### src/shared/usbdr_defines.svh
`ifndef USBDR_DEFINES_SVH
`define USBDR_DEFINES_SVH

// register byte offsets on the bus, one 32-bit word each
`define USBDR_OFF_PWR 8'h00
`define USBDR_OFF_STAT 8'h04
`define USBDR_OFF_CON 8'h08
`define USBDR_OFF_ADDR 8'h0c
`define USBDR_OFF_TOK 8'h10
`define USBDR_OFF_DRC 8'h14

// power control fields
`define USBDR_PWR_ACT 7
`define USBDR_PWR_GUARD 4
`define USBDR_PWR_SUSP 1
`define USBDR_PWR_ON 0

// transfer status fields
`define USBDR_STAT_EP_LSB 4
`define USBDR_STAT_DIR 3
`define USBDR_STAT_PINGPONG_BANK_INDICATOR 2

// control fields (bit 5 is halt in device mode, busy in host mode)
`define USBDR_CON_J 7
`define USBDR_CON_SE0 6
`define USBDR_CON_B5 5
`define USBDR_CON_BRST 4
`define USBDR_CON_HOST 3
`define USBDR_CON_RESUME 2
`define USBDR_CON_PPCLR 1
`define USBDR_CON_EN 0

// address and token fields
`define USBDR_ADDR_LS 7
`define USBDR_TOK_PID_LSB 4

// dual-role register fields
`define USBDR_DRC_DPUP 7
`define USBDR_DRC_DPDN 5
`define USBDR_DRC_DMDN 4
`define USBDR_DRC_ON 2

// token type codes
`define USBDR_PID_SETUP 4'hd
`define USBDR_PID_IN 4'h9
`define USBDR_PID_OUT 4'h1

// timing
`define USBDR_CLK_NS 10
`define USBDR_MS_NS 1000000
`define USBDR_MS_CYCLES (`USBDR_MS_NS / `USBDR_CLK_NS)
`define USBDR_TOK_REPLY_CYCLES 4'h8

`endif

### src/shared/usbdr_pkg.sv
package usbdr_pkg;

    typedef enum logic [0:0] {
        USBDR_TOK_IDLE,
        USBDR_TOK_BUSY
    } usbdr_tok_e;

    typedef enum logic [1:0] {
        USBDR_FAR_IDLE,
        USBDR_FAR_TOKEN,
        USBDR_FAR_XFER
    } usbdr_far_e;

    typedef struct packed {
        logic ack;
        logic [7:0] rdata;
        logic guard;
        logic susp;
        logic pwr;
        logic [3:0] last_ep;
        logic last_tx;
        logic last_odd;
        logic halt;
        logic host;
        logic resume;
        logic ppclr;
        logic en0;
        logic brst;
        logic [6:0] addr;
        logic ls;
        logic [3:0] pid;
        logic [3:0] tokep;
        logic drc_on;
        logic drc_dpup;
        logic drc_dpdn;
        logic drc_dmdn;
        usbdr_tok_e tok;
        logic [31:0] pp;
        logic se0;
        logic jst;
        logic act;
        logic link_on;
        logic low_power;
        logic dp_pullup;
        logic dp_pulldown;
        logic dm_pulldown;
        logic drive_reset;
        logic drive_resume;
        logic sof;
        logic tok_valid;
    } usbdr_ctl_s;

    typedef struct packed {
        usbdr_far_e st;
        logic [3:0] cnt;
        logic tok_seen;
        logic [3:0] pid;
        logic [3:0] ep;
        logic [6:0] addr;
        logic low_speed;
        logic tok_done;
        logic xfer_done;
        logic [3:0] xep;
        logic xtx;
        logic xsetup;
        logic sof_seen;
        logic attached;
        logic host_present;
        logic reset_seen;
        logic resume_seen;
        logic se0;
        logic diff;
        logic act;
        logic xfer_ready;
    } usbdr_far_s;

    typedef struct packed {
        logic [31:0] cnt;
        logic tick;
    } usbdr_tick_s;

endpackage

### src/shared/usbdr_link_if.sv
`timescale 1ns/1ps
interface usbdr_link_if;
    logic link_on;
    logic low_power;
    logic dp_pullup;
    logic dp_pulldown;
    logic dm_pulldown;
    logic drive_reset;
    logic drive_resume;
    logic low_speed;
    logic proc_halt;
    logic sof_pulse;
    logic tok_valid;
    logic [3:0] tok_pid;
    logic [3:0] tok_ep;
    logic [6:0] tok_addr;
    logic line_se0;
    logic line_diff;
    logic activity;
    logic tok_done;
    logic xfer_done;
    logic [3:0] xfer_ep;
    logic xfer_tx;
    logic xfer_setup;

    modport ctl (
        output link_on, low_power, dp_pullup, dp_pulldown, dm_pulldown,
        output drive_reset, drive_resume, low_speed, proc_halt,
        output sof_pulse, tok_valid, tok_pid, tok_ep, tok_addr,
        input line_se0, line_diff, activity, tok_done,
        input xfer_done, xfer_ep, xfer_tx, xfer_setup
    );

    modport far (
        input link_on, low_power, dp_pullup, dp_pulldown, dm_pulldown,
        input drive_reset, drive_resume, low_speed, proc_halt,
        input sof_pulse, tok_valid, tok_pid, tok_ep, tok_addr,
        output line_se0, line_diff, activity, tok_done,
        output xfer_done, xfer_ep, xfer_tx, xfer_setup
    );
endinterface

### src/core/usbdr_ctl.sv
// Overview of operation
// - activity pending high while suspend unsafe, guarded
// - software sets guard before suspend or power-down
// - suspend gates link clock, transceiver low power
// - power bit enables whole controller, resets zero
// - clear power only after host/attach/dual-role off
// - status records last transfer endpoint number
// - direction bit: one transmit, zero receive
// - bank bit reports odd or even bank
// - live single-ended zero flag, both modes
// - halt bit stops processing, set by setup
// - host enable turns on both pull-downs
// - attach enable turns on D+ pull-up, device mode only
// - pointer clear returns all banks to even
// - resume driven while bit set, software times
// - live J-state flag in host mode, speed-dependent polarity
// - token busy high while token executes
// - bus reset driven while bit set, host
// - start-of-frame every millisecond while enabled
// - address low seven bits, speed top bit
// - token codes setup, in, out
// - software names an existing endpoint
// - software writes only defined token codes
// - dual-role off: pulls follow host/attach bits
//
// The Wishbone register port and the placing of the registers were chosen for this implementation.
`timescale 1ns/1ps
`include "usbdr_defines.svh"
module usbdr_ctl
    import usbdr_pkg::*;
#(
    parameter int unsigned MS_CYCLES = `USBDR_MS_CYCLES
) (
    input wire logic mclk,
    input wire logic rst,
    input wire logic ce,
    input wire logic wb_cyc_i,
    input wire logic wb_stb_i,
    input wire logic wb_we_i,
    input wire logic [31:0] wb_adr_i,
    input wire logic [3:0] wb_sel_i,
    input wire logic [31:0] wb_dat_i,
    output logic [31:0] wb_dat_o,
    output logic wb_ack_o,
    usbdr_link_if.ctl link
);
    usbdr_ctl_s r;
    usbdr_ctl_s next_r;
    logic ms_tick;
    logic sof_run;

    // frame timer stops in suspend or bus reset
    assign sof_run = r.pwr && !r.susp && r.host && r.en0 && !r.brst;

    usbdr_tick #(
        .CYCLES(MS_CYCLES)
    ) u_tick (
        .mclk(mclk),
        .rst(rst),
        .ce(ce),
        .run(sof_run),
        .tick(ms_tick)
    );

    always_comb begin
        logic acc;
        logic wr;
        logic [7:0] d;
        logic [7:0] a;
        logic live;
        logic rec;
        logic [3:0] rep;
        logic rtx;
        logic [4:0] idx;
        acc = 1'b0;
        wr = 1'b0;
        d = wb_dat_i[7:0];
        a = wb_adr_i[7:0];
        live = 1'b0;
        rec = 1'b0;
        rep = 4'h0;
        rtx = 1'b0;
        idx = 5'h0;
        next_r = r;

        acc = wb_cyc_i && wb_stb_i && !r.ack;
        wr = acc && wb_we_i && wb_sel_i[0];
        next_r.ack = acc;
        live = r.pwr && !r.susp;

        // line state sampling
        next_r.se0 = link.line_se0;
        next_r.jst = !link.line_se0 &&
            (r.ls ? !link.line_diff : link.line_diff);
        next_r.act = link.activity;

        // read data, captured with the ack
        next_r.rdata = 8'h00;
        if (acc) begin
            case (a)
                `USBDR_OFF_PWR: begin
                    next_r.rdata[`USBDR_PWR_ACT] = r.guard &&
                        (r.act || r.tok == USBDR_TOK_BUSY);
                    next_r.rdata[`USBDR_PWR_GUARD] = r.guard;
                    next_r.rdata[`USBDR_PWR_SUSP] = r.susp;
                    next_r.rdata[`USBDR_PWR_ON] = r.pwr;
                end
                `USBDR_OFF_STAT: begin
                    next_r.rdata = {r.last_ep, r.last_tx, r.last_odd,
                        2'b00};
                end
                `USBDR_OFF_CON: begin
                    next_r.rdata[`USBDR_CON_SE0] = r.se0;
                    next_r.rdata[`USBDR_CON_HOST] = r.host;
                    next_r.rdata[`USBDR_CON_RESUME] = r.resume;
                    next_r.rdata[`USBDR_CON_PPCLR] = r.ppclr;
                    next_r.rdata[`USBDR_CON_EN] = r.en0;
                    if (r.host) begin
                        next_r.rdata[`USBDR_CON_J] = r.jst;
                        next_r.rdata[`USBDR_CON_B5] =
                            (r.tok == USBDR_TOK_BUSY);
                        next_r.rdata[`USBDR_CON_BRST] = r.brst;
                    end else begin
                        next_r.rdata[`USBDR_CON_B5] = r.halt;
                    end
                end
                `USBDR_OFF_ADDR: begin
                    next_r.rdata = {r.host && r.ls, r.addr};
                end
                `USBDR_OFF_TOK: begin
                    next_r.rdata = {r.pid, r.tokep};
                end
                `USBDR_OFF_DRC: begin
                    next_r.rdata[`USBDR_DRC_DPUP] = r.drc_dpup;
                    next_r.rdata[`USBDR_DRC_DPDN] = r.drc_dpdn;
                    next_r.rdata[`USBDR_DRC_DMDN] = r.drc_dmdn;
                    next_r.rdata[`USBDR_DRC_ON] = r.drc_on;
                end
                default: begin
                    next_r.rdata = 8'h00;
                end
            endcase
        end

        // bus activity wakes the link; a same-cycle software write wins
        if (r.susp && r.act) begin
            next_r.susp = 1'b0;
        end

        // register writes
        next_r.tok_valid = 1'b0;
        if (wr) begin
            case (a)
                `USBDR_OFF_PWR: begin
                    next_r.guard = d[`USBDR_PWR_GUARD];
                    next_r.susp = d[`USBDR_PWR_SUSP];
                    next_r.pwr = d[`USBDR_PWR_ON];
                end
                `USBDR_OFF_CON: begin
                    next_r.host = d[`USBDR_CON_HOST];
                    next_r.resume = d[`USBDR_CON_RESUME];
                    next_r.ppclr = d[`USBDR_CON_PPCLR];
                    next_r.en0 = d[`USBDR_CON_EN];
                    if (r.host) begin
                        next_r.brst = d[`USBDR_CON_BRST];
                    end else begin
                        next_r.halt = d[`USBDR_CON_B5];
                    end
                end
                `USBDR_OFF_ADDR: begin
                    next_r.addr = d[6:0];
                    next_r.ls = d[`USBDR_ADDR_LS];
                end
                `USBDR_OFF_TOK: begin
                    if (r.tok == USBDR_TOK_IDLE) begin
                        next_r.pid = d[7:4];
                        next_r.tokep = d[3:0];
                        // reserved codes are kept, start nothing
                        if (r.host && live &&
                            (d[7:4] == `USBDR_PID_SETUP ||
                             d[7:4] == `USBDR_PID_IN ||
                             d[7:4] == `USBDR_PID_OUT)) begin
                            next_r.tok_valid = 1'b1;
                            next_r.tok = USBDR_TOK_BUSY;
                        end
                    end
                end
                `USBDR_OFF_DRC: begin
                    next_r.drc_dpup = d[`USBDR_DRC_DPUP];
                    next_r.drc_dpdn = d[`USBDR_DRC_DPDN];
                    next_r.drc_dmdn = d[`USBDR_DRC_DMDN];
                    next_r.drc_on = d[`USBDR_DRC_ON];
                end
                default: begin
                end
            endcase
        end

        // transfer completion, host and device mode
        if (r.tok == USBDR_TOK_BUSY && link.tok_done) begin
            next_r.tok = USBDR_TOK_IDLE;
            rec = 1'b1;
            rep = r.tokep;
            rtx = (r.pid != `USBDR_PID_IN);
        end else if (live && !r.host && r.en0 && !r.halt &&
                     link.xfer_done) begin
            rec = 1'b1;
            rep = link.xfer_ep;
            rtx = link.xfer_tx;
            if (link.xfer_setup) begin
                next_r.halt = 1'b1;
            end
        end
        if (rec) begin
            idx = {rep, rtx};
            next_r.last_ep = rep;
            next_r.last_tx = rtx;
            next_r.last_odd = r.pp[idx];
            next_r.pp[idx] = !r.pp[idx];
        end
        if (r.ppclr) begin
            next_r.pp = 32'h0;
        end
        if (!r.host) begin
            next_r.brst = 1'b0;
        end

        // link outputs
        next_r.link_on = live;
        next_r.low_power = r.susp;
        if (r.drc_on) begin
            next_r.dp_pullup = r.pwr && r.drc_dpup;
            next_r.dp_pulldown = r.pwr && r.drc_dpdn;
            next_r.dm_pulldown = r.pwr && r.drc_dmdn;
        end else begin
            next_r.dp_pullup = r.pwr && !r.host && r.en0;
            next_r.dp_pulldown = r.pwr && r.host;
            next_r.dm_pulldown = r.pwr && r.host;
        end
        next_r.drive_reset = live && r.host && r.brst;
        next_r.drive_resume = live && r.resume;
        next_r.sof = ms_tick && sof_run;
    end

    always_ff @(posedge mclk) begin
        if (rst) begin
            r <= '0;
        end else if (ce) begin
            r <= next_r;
        end
    end

    assign wb_ack_o = r.ack;
    assign wb_dat_o = {24'h0, r.rdata};
    assign link.link_on = r.link_on;
    assign link.low_power = r.low_power;
    assign link.dp_pullup = r.dp_pullup;
    assign link.dp_pulldown = r.dp_pulldown;
    assign link.dm_pulldown = r.dm_pulldown;
    assign link.drive_reset = r.drive_reset;
    assign link.drive_resume = r.drive_resume;
    assign link.low_speed = r.ls;
    assign link.proc_halt = r.halt;
    assign link.sof_pulse = r.sof;
    assign link.tok_valid = r.tok_valid;
    assign link.tok_pid = r.pid;
    assign link.tok_ep = r.tokep;
    assign link.tok_addr = r.addr;
endmodule

### src/core/usbdr_tick.sv
`timescale 1ns/1ps
`include "usbdr_defines.svh"
module usbdr_tick
    import usbdr_pkg::*;
#(
    parameter int unsigned CYCLES = `USBDR_MS_CYCLES
) (
    input wire logic mclk,
    input wire logic rst,
    input wire logic ce,
    input wire logic run,
    output logic tick
);
    usbdr_tick_s r;
    usbdr_tick_s next_r;

    always_comb begin
        next_r = r;
        next_r.tick = 1'b0;
        // a stop restarts the count: full first period
        if (!run) begin
            next_r.cnt = 32'h0;
        end else if (r.cnt == 32'(CYCLES - 1)) begin
            next_r.cnt = 32'h0;
            next_r.tick = 1'b1;
        end else begin
            next_r.cnt = r.cnt + 32'h1;
        end
    end

    always_ff @(posedge mclk) begin
        if (rst) begin
            r <= '0;
        end else if (ce) begin
            r <= next_r;
        end
    end

    assign tick = r.tick;
endmodule

### src/flat_wrapper.sv
// flat-port wrapper written by rule: the top's interface ports become plain ports
module usbdr_ctl_flat import usbdr_pkg::*;
#(
    parameter int unsigned MS_CYCLES = `USBDR_MS_CYCLES
)
  (mclk, rst, ce, wb_cyc_i, wb_stb_i, wb_we_i, wb_adr_i, wb_sel_i, wb_dat_i, wb_dat_o, wb_ack_o, link_link_on, link_low_power, link_dp_pullup, link_dp_pulldown, link_dm_pulldown, link_drive_reset, link_drive_resume, link_low_speed, link_proc_halt, link_sof_pulse, link_tok_valid, link_tok_pid, link_tok_ep, link_tok_addr, link_line_se0, link_line_diff, link_activity, link_tok_done, link_xfer_done, link_xfer_ep, link_xfer_tx, link_xfer_setup);
  usbdr_link_if link_i ();
  input wire logic mclk;
  input wire logic rst;
  input wire logic ce;
  input wire logic wb_cyc_i;
  input wire logic wb_stb_i;
  input wire logic wb_we_i;
  input wire logic [31:0] wb_adr_i;
  input wire logic [3:0] wb_sel_i;
  input wire logic [31:0] wb_dat_i;
  output logic [31:0] wb_dat_o;
  output logic wb_ack_o;
  output wire logic [$bits(link_i.link_on)-1:0] link_link_on;
  output wire logic [$bits(link_i.low_power)-1:0] link_low_power;
  output wire logic [$bits(link_i.dp_pullup)-1:0] link_dp_pullup;
  output wire logic [$bits(link_i.dp_pulldown)-1:0] link_dp_pulldown;
  output wire logic [$bits(link_i.dm_pulldown)-1:0] link_dm_pulldown;
  output wire logic [$bits(link_i.drive_reset)-1:0] link_drive_reset;
  output wire logic [$bits(link_i.drive_resume)-1:0] link_drive_resume;
  output wire logic [$bits(link_i.low_speed)-1:0] link_low_speed;
  output wire logic [$bits(link_i.proc_halt)-1:0] link_proc_halt;
  output wire logic [$bits(link_i.sof_pulse)-1:0] link_sof_pulse;
  output wire logic [$bits(link_i.tok_valid)-1:0] link_tok_valid;
  output wire logic [$bits(link_i.tok_pid)-1:0] link_tok_pid;
  output wire logic [$bits(link_i.tok_ep)-1:0] link_tok_ep;
  output wire logic [$bits(link_i.tok_addr)-1:0] link_tok_addr;
  input wire logic [$bits(link_i.line_se0)-1:0] link_line_se0;
  input wire logic [$bits(link_i.line_diff)-1:0] link_line_diff;
  input wire logic [$bits(link_i.activity)-1:0] link_activity;
  input wire logic [$bits(link_i.tok_done)-1:0] link_tok_done;
  input wire logic [$bits(link_i.xfer_done)-1:0] link_xfer_done;
  input wire logic [$bits(link_i.xfer_ep)-1:0] link_xfer_ep;
  input wire logic [$bits(link_i.xfer_tx)-1:0] link_xfer_tx;
  input wire logic [$bits(link_i.xfer_setup)-1:0] link_xfer_setup;
  assign link_link_on = link_i.link_on;
  assign link_low_power = link_i.low_power;
  assign link_dp_pullup = link_i.dp_pullup;
  assign link_dp_pulldown = link_i.dp_pulldown;
  assign link_dm_pulldown = link_i.dm_pulldown;
  assign link_drive_reset = link_i.drive_reset;
  assign link_drive_resume = link_i.drive_resume;
  assign link_low_speed = link_i.low_speed;
  assign link_proc_halt = link_i.proc_halt;
  assign link_sof_pulse = link_i.sof_pulse;
  assign link_tok_valid = link_i.tok_valid;
  assign link_tok_pid = link_i.tok_pid;
  assign link_tok_ep = link_i.tok_ep;
  assign link_tok_addr = link_i.tok_addr;
  assign link_i.line_se0 = link_line_se0;
  assign link_i.line_diff = link_line_diff;
  assign link_i.activity = link_activity;
  assign link_i.tok_done = link_tok_done;
  assign link_i.xfer_done = link_xfer_done;
  assign link_i.xfer_ep = link_xfer_ep;
  assign link_i.xfer_tx = link_xfer_tx;
  assign link_i.xfer_setup = link_xfer_setup;
  usbdr_ctl #(.MS_CYCLES(MS_CYCLES)) u_core (.mclk(mclk), .rst(rst), .ce(ce), .wb_cyc_i(wb_cyc_i), .wb_stb_i(wb_stb_i), .wb_we_i(wb_we_i), .wb_adr_i(wb_adr_i), .wb_sel_i(wb_sel_i), .wb_dat_i(wb_dat_i), .wb_dat_o(wb_dat_o), .wb_ack_o(wb_ack_o), .link(link_i));
endmodule
### config.mk
export PLATFORM = sky130hd
export DESIGN_NAME = usbdr_ctl_flat
export DESIGN_NICKNAME = d
export VERILOG_FILES = /design/src/shared/usbdr_pkg.sv /design/src/shared/usbdr_link_if.sv /design/src/core/usbdr_ctl.sv /design/src/core/usbdr_tick.sv /design/src/flat_wrapper.sv
export VERILOG_INCLUDE_DIRS = /design/src /design/src/shared
export SDC_FILE = /design/constraint.sdc
export NUM_CORES = 1
export LEC_CHECK = 0
export BUFFER_PORTS_ARGS = -buffer_cell sky130_fd_sc_hd__buf_2
export CORE_MARGIN = 2
export CORE_UTILIZATION = 49
export DETAILED_ROUTE_END_ITERATION = 7
export PLACE_DENSITY = 0.76
export SYNTH_ARGS = -nofsm -noshare
export SYNTH_HDL_FRONTEND = slang
export SYNTH_SLANG_ARGS = --single-unit
### constraint.sdc
create_clock -name mclk -period 2.5 [get_ports mclk]
set_clock_uncertainty 0.15 [all_clocks]
set_input_delay 0.5 -clock mclk [delete_from_list [all_inputs] [get_ports mclk]]
set_output_delay 0.5 -clock mclk [all_outputs]
set_load 0.05 [all_outputs]
### Word level (Yosys, flattened, before mapping)

Index checks and enable logic that the tools add are counted.

* add/sub/neg operators: 1
* order comparisons: 2
* equality and inequality tests: 12
* multiplexer cells: 52
* bitwise operators: 1
* reduce and logical (&&, ||, !) cells: 52

Operators with widths (count)
* 32-bit 2-to-1 mux: 4
* 32-bit by 1-bit adder with 32-bit output, second input constant: 1
* 32-bit bitwise mux: 1
* 32-bit by 17-bit == test with 1-bit output, second input constant: 1
* 8-bit 2-to-1 mux: 4
* 1-bit logical AND: 28
* 27-bit 2-to-1 mux: 1
* 1-bit 2-to-1 mux: 26
* 3-bit AND reduction: 6
* 8-bit by 4-bit == test with 1-bit output, second input constant: 2
* 8-bit by 5-bit == test with 1-bit output, second input constant: 2
* 4-bit 2-to-1 mux: 3
* 1-bit case mux with 6 select lines: 2
* 1-bit case mux with 5 select lines: 2
* 4-bit == test, second input constant: 2
* 8-bit by 3-bit == test with 1-bit output, second input constant: 1
* 1-bit zero test: 8
* 8-bit zero test: 1
* 1-bit case mux with 4 select lines: 2
* 2-bit case mux with 4 select lines: 1
* 5-bit by 6-bit less-than comparator with 1-bit output, second input constant: 1
* 6-bit 2-to-1 mux: 1
* 2-bit nonzero test: 3
* 1-bit binary-select mux with 5-bit select: 1
* 11 further kinds: 16

* flip-flop bits (word level): 122
* bits of input ports: 85
* output and inout bits: 59
* logic and storage cells: 158

### Longest topological paths before layout

Gate-level depths: netlist (run 1).

* depth in word-level cells: 15
* mapped depth: 11

### By module

From an unflattened synthesis (run 1), not the netlist that was laid out.

* cell total of the unflattened synthesis: 840
* area, all modules: 6985.4 µm²

By module, submodules not included
* usbdr_ctl: instances 1, cells an instance 633, area an instance 5283.8 µm², seq. area each 1781.7 µm²
* usbdr_tick: instances 1, cells an instance 207, area an instance 1701.6 µm², seq. area each 660.6 µm²

### Worst setup path after synthesis (run 1)

No wires, ideal clock.

* kind: register -> register
* start: register u_core.r (netlist bit u_core.link.proc_halt)
* end: register u_core.r[28] (netlist bit)
* arrival: 2740 ps
* slack: -458 ps
* stages on the path, launching flop included: 11
* cells stage by stage: dfxtp_1 -> and4bb_1 -> buf_6 -> a31oi_1 -> clkbuf_1 -> mux2i_1 -> mux2i_1 -> a221oi_1 -> nand3_2 -> buf_6 -> o21ai_2

* word-level cells in the longest chain between the ends: 12
* elaborated cells on any way between the ends: 22
* those cells by class: order compare (2); mux (13); reduce/logical (7)

RTL lines
* start, declared: RTL line usbdr_ctl.sv:47 `usbdr_ctl_s r;`
* start signal, assigned: RTL line usbdr_ctl.sv:249 `r <= next_r;`
* 1-bit zero test (*): RTL line usbdr_ctl.sv:205 `end else if (live && !r.host && r.en0 && !r.halt &&`
* 1-bit logical AND (*) (2 in series): RTL line usbdr_ctl.sv:205
* 1-bit 2-to-1 mux / 4-bit 2-to-1 mux (equally long branches): RTL line usbdr_ctl.sv:205
* 1-bit 2-to-1 mux / 4-bit 2-to-1 mux (equally long branches): RTL line usbdr_ctl.sv:200 `if (r.tok == USBDR_TOK_BUSY && link.tok_done) begin`
* 5-bit by 6-bit less-than comparator with 1-bit output (implied by the code) / 5-bit by 1-bit greater-or-equal comparator with 1-bit output (equally long branches): RTL line usbdr_ctl.sv:219 `next_r.pp[idx] = !r.pp[idx];`
* 1-bit logical AND (implied by the code): RTL line usbdr_ctl.sv:219
* 1-bit 2-to-1 mux (implied by the code): RTL line usbdr_ctl.sv:219
* 1-bit demux with 5-bit select
* 32-bit bitwise mux: RTL line usbdr_ctl.sv:219
* 32-bit 2-to-1 mux: RTL line usbdr_ctl.sv:214 `if (rec) begin`
* 32-bit 2-to-1 mux: RTL line usbdr_ctl.sv:221 `if (r.ppclr) begin`

Every way passes the cells marked *; elsewhere a longest branch is shown, timed or not. The select of a mux whose other input is x is not followed.
A chain may end at the register's enable or synchronous reset.

### Worst setup path after layout (run 1)

* start: register u_core.r (netlist bit u_core.next_r[7])
* end: register u_core.r[12] (netlist bit)

* word-level cells in the longest chain between the ends: 15
* elaborated cells on any way between the ends: 25
* those cells by class: order compare (2); mux (13); reduce/logical (10)

RTL lines
* 1-bit zero test (*): RTL line usbdr_ctl.sv:89 `live = r.pwr && !r.susp;`
* 1-bit logical AND (*): RTL line usbdr_ctl.sv:89
* 1-bit logical AND (*) (4 in series): RTL line usbdr_ctl.sv:205
* 1-bit 2-to-1 mux / 4-bit 2-to-1 mux (equally long branches): RTL line usbdr_ctl.sv:205
* 1-bit 2-to-1 mux / 4-bit 2-to-1 mux (equally long branches): RTL line usbdr_ctl.sv:200
* 5-bit by 6-bit less-than comparator with 1-bit output (implied by the code) / 5-bit by 1-bit greater-or-equal comparator with 1-bit output (equally long branches): RTL line usbdr_ctl.sv:219
* 1-bit logical AND (implied by the code): RTL line usbdr_ctl.sv:219
* 1-bit 2-to-1 mux (implied by the code): RTL line usbdr_ctl.sv:219
* 1-bit demux with 5-bit select
* 32-bit bitwise mux: RTL line usbdr_ctl.sv:219
* 32-bit 2-to-1 mux: RTL line usbdr_ctl.sv:214
* 32-bit 2-to-1 mux: RTL line usbdr_ctl.sv:221

Marks and branches as above.

==> impl_metrics.py, run 1 <==
metrics = {
    "outcome": {
        "outcome": "finished with violations",
        "violations": "setup timing",
    },
    "worst_setup_path": {
        "start_kind": "flip-flop",
        "arrival_ns": 2.71,
        "crit_fanout": 8,
        "end_kind": "flip-flop",
        "worstPathRequired_ns": 2.68,
        "slowest_delay_ns": 0.37,
        "critPathMostFrequentCell": "buf_4",
        "slowest_stage": "and4bb_4",
        "worstPathCellList": "and4bb_4 > a31o_4 > buf_4 > mux2i_1 > a211oi_2 > buf_4 > nor4_4 > o311ai_1 > a211oi_1",
        "crit_type": "flip-flop to flip-flop",
    },
    "grt": {
        "track_usage_pct": 24.9,
        "grt_overflow": 0,
        "antenna_found_initial": 1,
        "grt_pass1_vias": 5607,
        "grt_max_degree": 55,
        "grt_pass1_wl_um": 28000,
    },
    "yosys": {
        "synth.avg_cell_area_sq_um": 8.10,
        "synth_adder_area_share_pct": 0.195,
        "synth_xor_area_share_pct": 3.54,
        "synth_ff_type": "dfxtp_1",
        "synth_top_family_by_area": "simple AND/OR/NAND/NOR gates",
        "synth-compound-area-share_pct": 14.2,
        "ys_ff_latch": 122,
        "yosys_warnings": 0,
        "synth_edf_count": 0,
        "synthMuxAreaShare_pct": 7.79,
        "syn_inst": 793,
        "synth_seq_area_share_pct": 38.0,
        "synthArstFlopShare_pct": 0,
        "synthSimpleGateAreaFrac_pct": 27.3,
        "synth_area_leaders": "dfxtp_1, mux2i_1, nor2_1",
        "synth_cell_type_count": 66,
        "yosysTopAreaCell": "dfxtp_1",
        "synth_top_area_share_pct": 38.0,
        "syn_area_sq_um": 6420,
    },
    "sta": {
        "finalCriticalPeriod_ns": 2.53,
        "max_freq_mhz": 395,
        "setup_violations": 9,
        "setup_slack_ns": -0.0314,
        "worst_pin_slew_ns": 0.682,
        "rsz0062_at_grt": "yes",
        "tns_ns": -0.118,
        "maxSlewViolCount": 0,
        "final-hold-violation-count": 0,
        "post-route-period-util_pct": 101,
        "hold-worst-slack_ns": 0.192,
        "slew_headroom_pct": 54.5,
    },
    "clock_tree": {
        "cts_tree": "built",
        "clock_latency_ns": 0.42,
        "root_buffer": "clkbuf_16",
        "ctsHoldBuffers": 0,
        "htree_levels": 4,
        "clkSlewWorstSetupHoldPaths_ns": 0.06,
        "cts_sinks": 122,
        "cts_made_buffers": 17,
        "cts_max_path_buffers": 2,
    },
    "place": {
        "dp.cells": 1055,
        "io_buffers": 68,
        "dpl.hpwl_um": 12200,
        "globalplace.congestion": 0.920,
    },
    "cells_and_area": {
        "final_util_pct": 63.0,
        "mostFrequentLayoutCell": "dfxtp_1",
        "area_growth_pct": 24.7,
        "fin_cells": 1095,
        "fillCellCount": 1069,
        "multi_input_area_sq_um": 3630,
        "layout.nets": 995,
        "regArea_sq_um": 2450,
        "mostFrequentLayoutCells": "dfxtp_1, nor2_1, nand2_1, buf_4, buf_2",
        "drive_above_1_share_pct": 25.6,
    },
    "power": {
        "power_leakage_nw": 3.14,
        "p_per_area_nw_per_um2": 564,
        "ir_drop_v": 0.000474,
    },
    "floorplan": {
        "die-area_sq_um": 14000,
        "rows": 41,
        "ios": 144,
        "die_h_um": 119,
        "fp.coreArea_sq_um": 12700,
        "die-width_um": 119,
        "start_util_pct": 50.5,
    },
    "drt": {
        "drc": 0,
        "drt_iter0_markers": 577,
        "detail-route-antenna-nets": 0,
        "vias": 6193,
        "first_pass_iters": 6,
        "viasPerCell": 5.66,
        "wl_per_cell_um": 16.3,
        "drt_wl_total_um": 17800,
    },
    "job": {
        "cap_violations": 0,
    },
    "worst_hold_path": {
        "hp-class": "input port to flip-flop",
    },
}
## worst max-delay path, delay by kind of cell, from the launching register on
family | cells | cell delay, ns
and+or+nand+nor | 2 | 0.56
muxes | 1 | 0.27
DFF | 1 | 0.32
AOI/OAI and AO/OA | 4 | 0.84
buffers and inverters | 2 | 0.30
## path summary, 6_finish.rpt
check                                            from  slack [ns]                     to  cells past startpoint
worst max-delay path                 u_core.next_r[7]       -0.03           u_core.r[12]                      9
worst min-delay path                    link_activity        0.19            u_core.r[9]                      3
worst min register to register  u_core.link.dp_pullup        0.31  u_core.link.dp_pullup                      2
worst max register to register       u_core.next_r[7]       -0.03           u_core.r[12]                      9
## cells by family (layout without fill, tap and decap cells)
| family | after synthesis | in the layout |
|---|---|---|
| XOR/XNOR | 26 | 26 |
| flip-flops | 122 | 122 |
| buffers and inverters | 98 | 204 |
| adder cells (fa/ha/maj) | 1 | 1 |
| AND/OR/NAND/NOR | 357 | 357 |
| other | 1 | 25 |
| multiplexers | 50 | 50 |
| AO/OA/AOI/OAI | 138 | 138 |
## where the power goes
part	switching, W	total (W)	internal [W]
registers	0.00000367	0.00195	0.00195
logic	0.000196	0.000254	0.0000580
clock network	0.000854	0.00231	0.00146
## timing repair
action,4_1_cts,5_1_grt
setup buffers,0,6
endpoints found under the setup margin,19,29
gates resized for setup,3,30
pin swaps,3,10
cloned,0,1
## stage by stage
| step | power [W] | worst slack [ns] | cell area, sq um |
|---|---|---|---|
| final | 0.00452 | -0.0314 | 8010 |
| after global placement | 0.00224 | -0.257 | 7250 |
| after global routing | 0.00464 | -0.117 | 8010 |
| after CTS | 0.00453 | -0.0136 | 7830 |
| after detailed placement | 0.00224 | -0.254 | 7250 |
| after floorplan | 0.00218 | -0.0802 | 6540 |
## registers in the layout, summed over array words and instances, names as in the netlist, 4 cells and up
| register | flops |
|---|---|
| u_core.r | 53 |
| u_core.u_tick.r | 32 |
| u_core.wb_dat_o | 8 |
| u_core.link.tok_addr | 7 |
| u_core.link.tok_ep | 4 |
| u_core.link.tok_pid | 4 |
## routing by layer
metal | vias to the layer above | track usage [%] | share of wire [%]
met3 | 57 | 6.08 | 7.2
met2 | 273 | 39.9 | 47
li1 | 2974 | - | -
met5 | - | 0 | 0
met4 | 0 | 11.6 | 3.7
met1 | 2889 | 31.5 | 43
## area by class of cell
cell class,instances,area share [%]
Sequential cell,122,30.6
Clock buffer,24,6.14
Tap cell,172,2.69
Timing Repair Buffer,164,14.1
Multi-Input combinational cell,596,45.3
Antenna cell,1,0.0312
Clock inverter,8,0.827
Inverter,8,0.375
## synth_stat cells, types with 7 or more instances
master,count
nor4_1,13
and3_1,12
nand2b_1,7
a311oi_1,7
or3_1,10
a21oi_1,54
nand3_1,51
dfxtp_1,122
a211oi_1,8
o21ai_0,18
clkbuf_1,29
nor2_1,110
a221oi_1,7
o21ai_2,10
mux2i_1,50
nand2_1,92
inv_1,8
xnor2_1,10
nor3_1,18
nand4_1,11
buf_4,47
xor2_1,16
(Power assumes the default switching activity.)
==> inputs of run 2 (changes only) <==
--- a/config.mk
+++ b/config.mk
@@ -8,9 +8,10 @@
 export LEC_CHECK = 0
 export BUFFER_PORTS_ARGS = -buffer_cell sky130_fd_sc_hd__buf_2
 export CORE_MARGIN = 2
-export CORE_UTILIZATION = 49
+export CORE_UTILIZATION = 50
+export CTS_BUF_LIST = sky130_fd_sc_hd__clkbuf_8
 export DETAILED_ROUTE_END_ITERATION = 7
-export PLACE_DENSITY = 0.76
+export PLACE_DENSITY = 0.78
 export SYNTH_ARGS = -nofsm -noshare
 export SYNTH_HDL_FRONTEND = slang
 export SYNTH_SLANG_ARGS = --single-unit
==> impl_metrics.py, run 2 (synthesis results as in run 1) <==
metrics = {
    "cells_and_area": {
        "layout.nets": 983,
        "n_antenna_cell": 0,
        "drive_above_1_share_pct": 24.8,
        "mostFrequentLayoutCells": "dfxtp_1, nor2_1, nand2_1, buf_4, buf_2",
        "fin_cells": 1081,
        "top_register": "u_core.r",
        "mostFrequentLayoutCell": "dfxtp_1",
        "fillCellCount": 1056,
        "largest_reg_flops": 53,
        "area_growth_pct": 21.2,
        "finalInstanceArea_sq_um": 7780,
    },
    "place": {
        "dp_slack_ns": -0.338,
        "globalplace.congestion": 0.921,
        "dpl.hpwl_um": 12300,
        "post_dp_cell_area_sq_um": 7210,
        "io_buffers": 68,
        "dp.cells": 1046,
    },
    "grt": {
        "grt_pass1_wl_um": 27100,
        "antenna_found_initial": 0,
        "grt_overflow": 0,
        "grt_pass1_vias": 5469,
        "grt_max_degree": 35,
        "track_usage_pct": 24.3,
    },
    "drt": {
        "drc": 0,
        "viasPerCell": 5.67,
        "wl_per_cell_um": 15.9,
        "first_pass_iters": 6,
        "drt_iter0_markers": 672,
        "vias": 6130,
        "drt_wl_total_um": 17100,
        "detail-route-antenna-nets": 0,
    },
    "sta": {
        "setup_violations": 6,
        "rsz0062_at_grt": "yes",
        "max_freq_mhz": 393,
        "slew_headroom_pct": 53.6,
        "tns_ns": -0.158,
        "setup_slack_ns": -0.0453,
        "finalCriticalPeriod_ns": 2.55,
        "final-hold-violation-count": 0,
        "maxSlewViolCount": 0,
        "hold-worst-slack_ns": 0.162,
        "post-route-period-util_pct": 102,
        "worst_pin_slew_ns": 0.696,
    },
    "power": {
        "power_leakage_nw": 3.01,
        "internal-power_w": 0.00297,
        "ir_drop_v": 0.000247,
        "comb_power_share_pct": 6.4,
        "p_per_area_nw_per_um2": 505,
        "pwr-share-seq_pct": 49.6,
        "p_switching_w": 0.000958,
        "pwr-share-clk_pct": 44.0,
        "swShare_pct": 24.4,
    },
    "floorplan": {
        "fp.coreArea_sq_um": 12600,
        "start_util_pct": 51.1,
        "die_h_um": 117,
        "ios": 144,
        "rows": 41,
        "die-area_sq_um": 13800,
        "die-width_um": 117,
    },
    "outcome": {
        "violations": "setup timing",
        "outcome": "finished with violations",
    },
    "clock_tree": {
        "cts_max_path_buffers": 2,
        "clock_latency_ns": 0.45,
        "root_buffer": "clkbuf_8",
        "ctsHoldBuffers": 0,
        "cts_sinks": 122,
        "clkSlewWorstSetupHoldPaths_ns": 0.07,
        "cts_tree": "built",
        "htree_levels": 4,
        "cts_made_buffers": 17,
    },
    "worst_setup_path": {
        "arrival_ns": 2.76,
        "crit_type": "flip-flop to flip-flop",
        "worstPathRequired_ns": 2.72,
        "end_kind": "flip-flop",
        "reg2regPathDepth": 10,
        "start_kind": "flip-flop",
        "crit_fanout": 15,
    },
    "job": {
        "cap_violations": 0,
    },
    "worst_hold_path": {
        "worstHoldPathCells": 3,
        "hp-class": "input port to flip-flop",
    },
}
run 2: cell count changes in the layout (fill, tap and decap cells not counted), moves of 3 or more:
cell       change
o21ai_2        -4
buf_4         -12
clkbuf_16     -18
clkbuf_1       -3
clkbuf_8      +17
run 2: through the flow:
step | utilization [%] | power [W]
2_1_floorplan | - | 0.00218
3_3_place_gp | 57.4 | 0.00224
3_5_place_dp | 57.4 | 0.00224
4_1_cts | 60.8 | 0.00395
5_1_grt | 61.9 | 0.00405
6_report | 61.9 | 0.00393
run 2: path summary, 6_finish.rpt:
kind                                               start                  endpoint  slack [ns]
worst max-delay path               u_core.link.proc_halt              u_core.r[43]       -0.05
worst min-delay path                       link_activity               u_core.r[9]        0.16
worst max register to register     u_core.link.proc_halt              u_core.r[43]       -0.05
worst min register to register  u_core.link.drive_resume  u_core.link.drive_resume        0.31
run 2: cell type report:
type,count,area [sq um],share of cell area (%)
well taps,172,215,2.76
flip-flops and latches,122,2450,31.4
clock buffers,21,289,3.71
inverters,8,30.0,0.386
repair buffers,152,1040,13.4
clock inverters,10,100,1.29
multi-input cells,596,3660,47.0
run 2: timing repair:
item	CTS	global route
hold endpoints to repair	0	0
setup buffers	1	3
gates resized for setup	8	22
pin swaps	7	4
endpoints found under the setup margin	25	30
run 2: metal layers:
layer | wire, um | global-route usage (%) | up-vias
li1 | - | - | 2957
met1 | 7670 | 32.8 | 2884
met2 | 7890 | 37.4 | 253
met3 | 1190 | 5.20 | 36
met4 | 392 | 10.7 | 0
met5 | 0 | 0 | -
run 2: power groups by stage:
stage | Combinational (W) | Clock, W | Sequential (W)
floorplan | 0.000187 | 0 | 0.00200
global placement | 0.000245 | 0 | 0.00199
detailed placement | 0.000246 | 0 | 0.00199
CTS | 0.000246 | 0.00175 | 0.00195
global route | 0.000264 | 0.00184 | 0.00195
finish | 0.000252 | 0.00173 | 0.00195
run 2: worst max-delay path, cell delays in order (launching register included):
cell,delay (ns)
dfxtp_4,0.34
and4bb_2,0.33
buf_6,0.14
nand4_4,0.13
buf_4,0.19
a221oi_4,0.29
a311oi_2,0.09
nor4_4,0.33
nand3_2,0.14
buf_12,0.18
o21ai_1,0.14
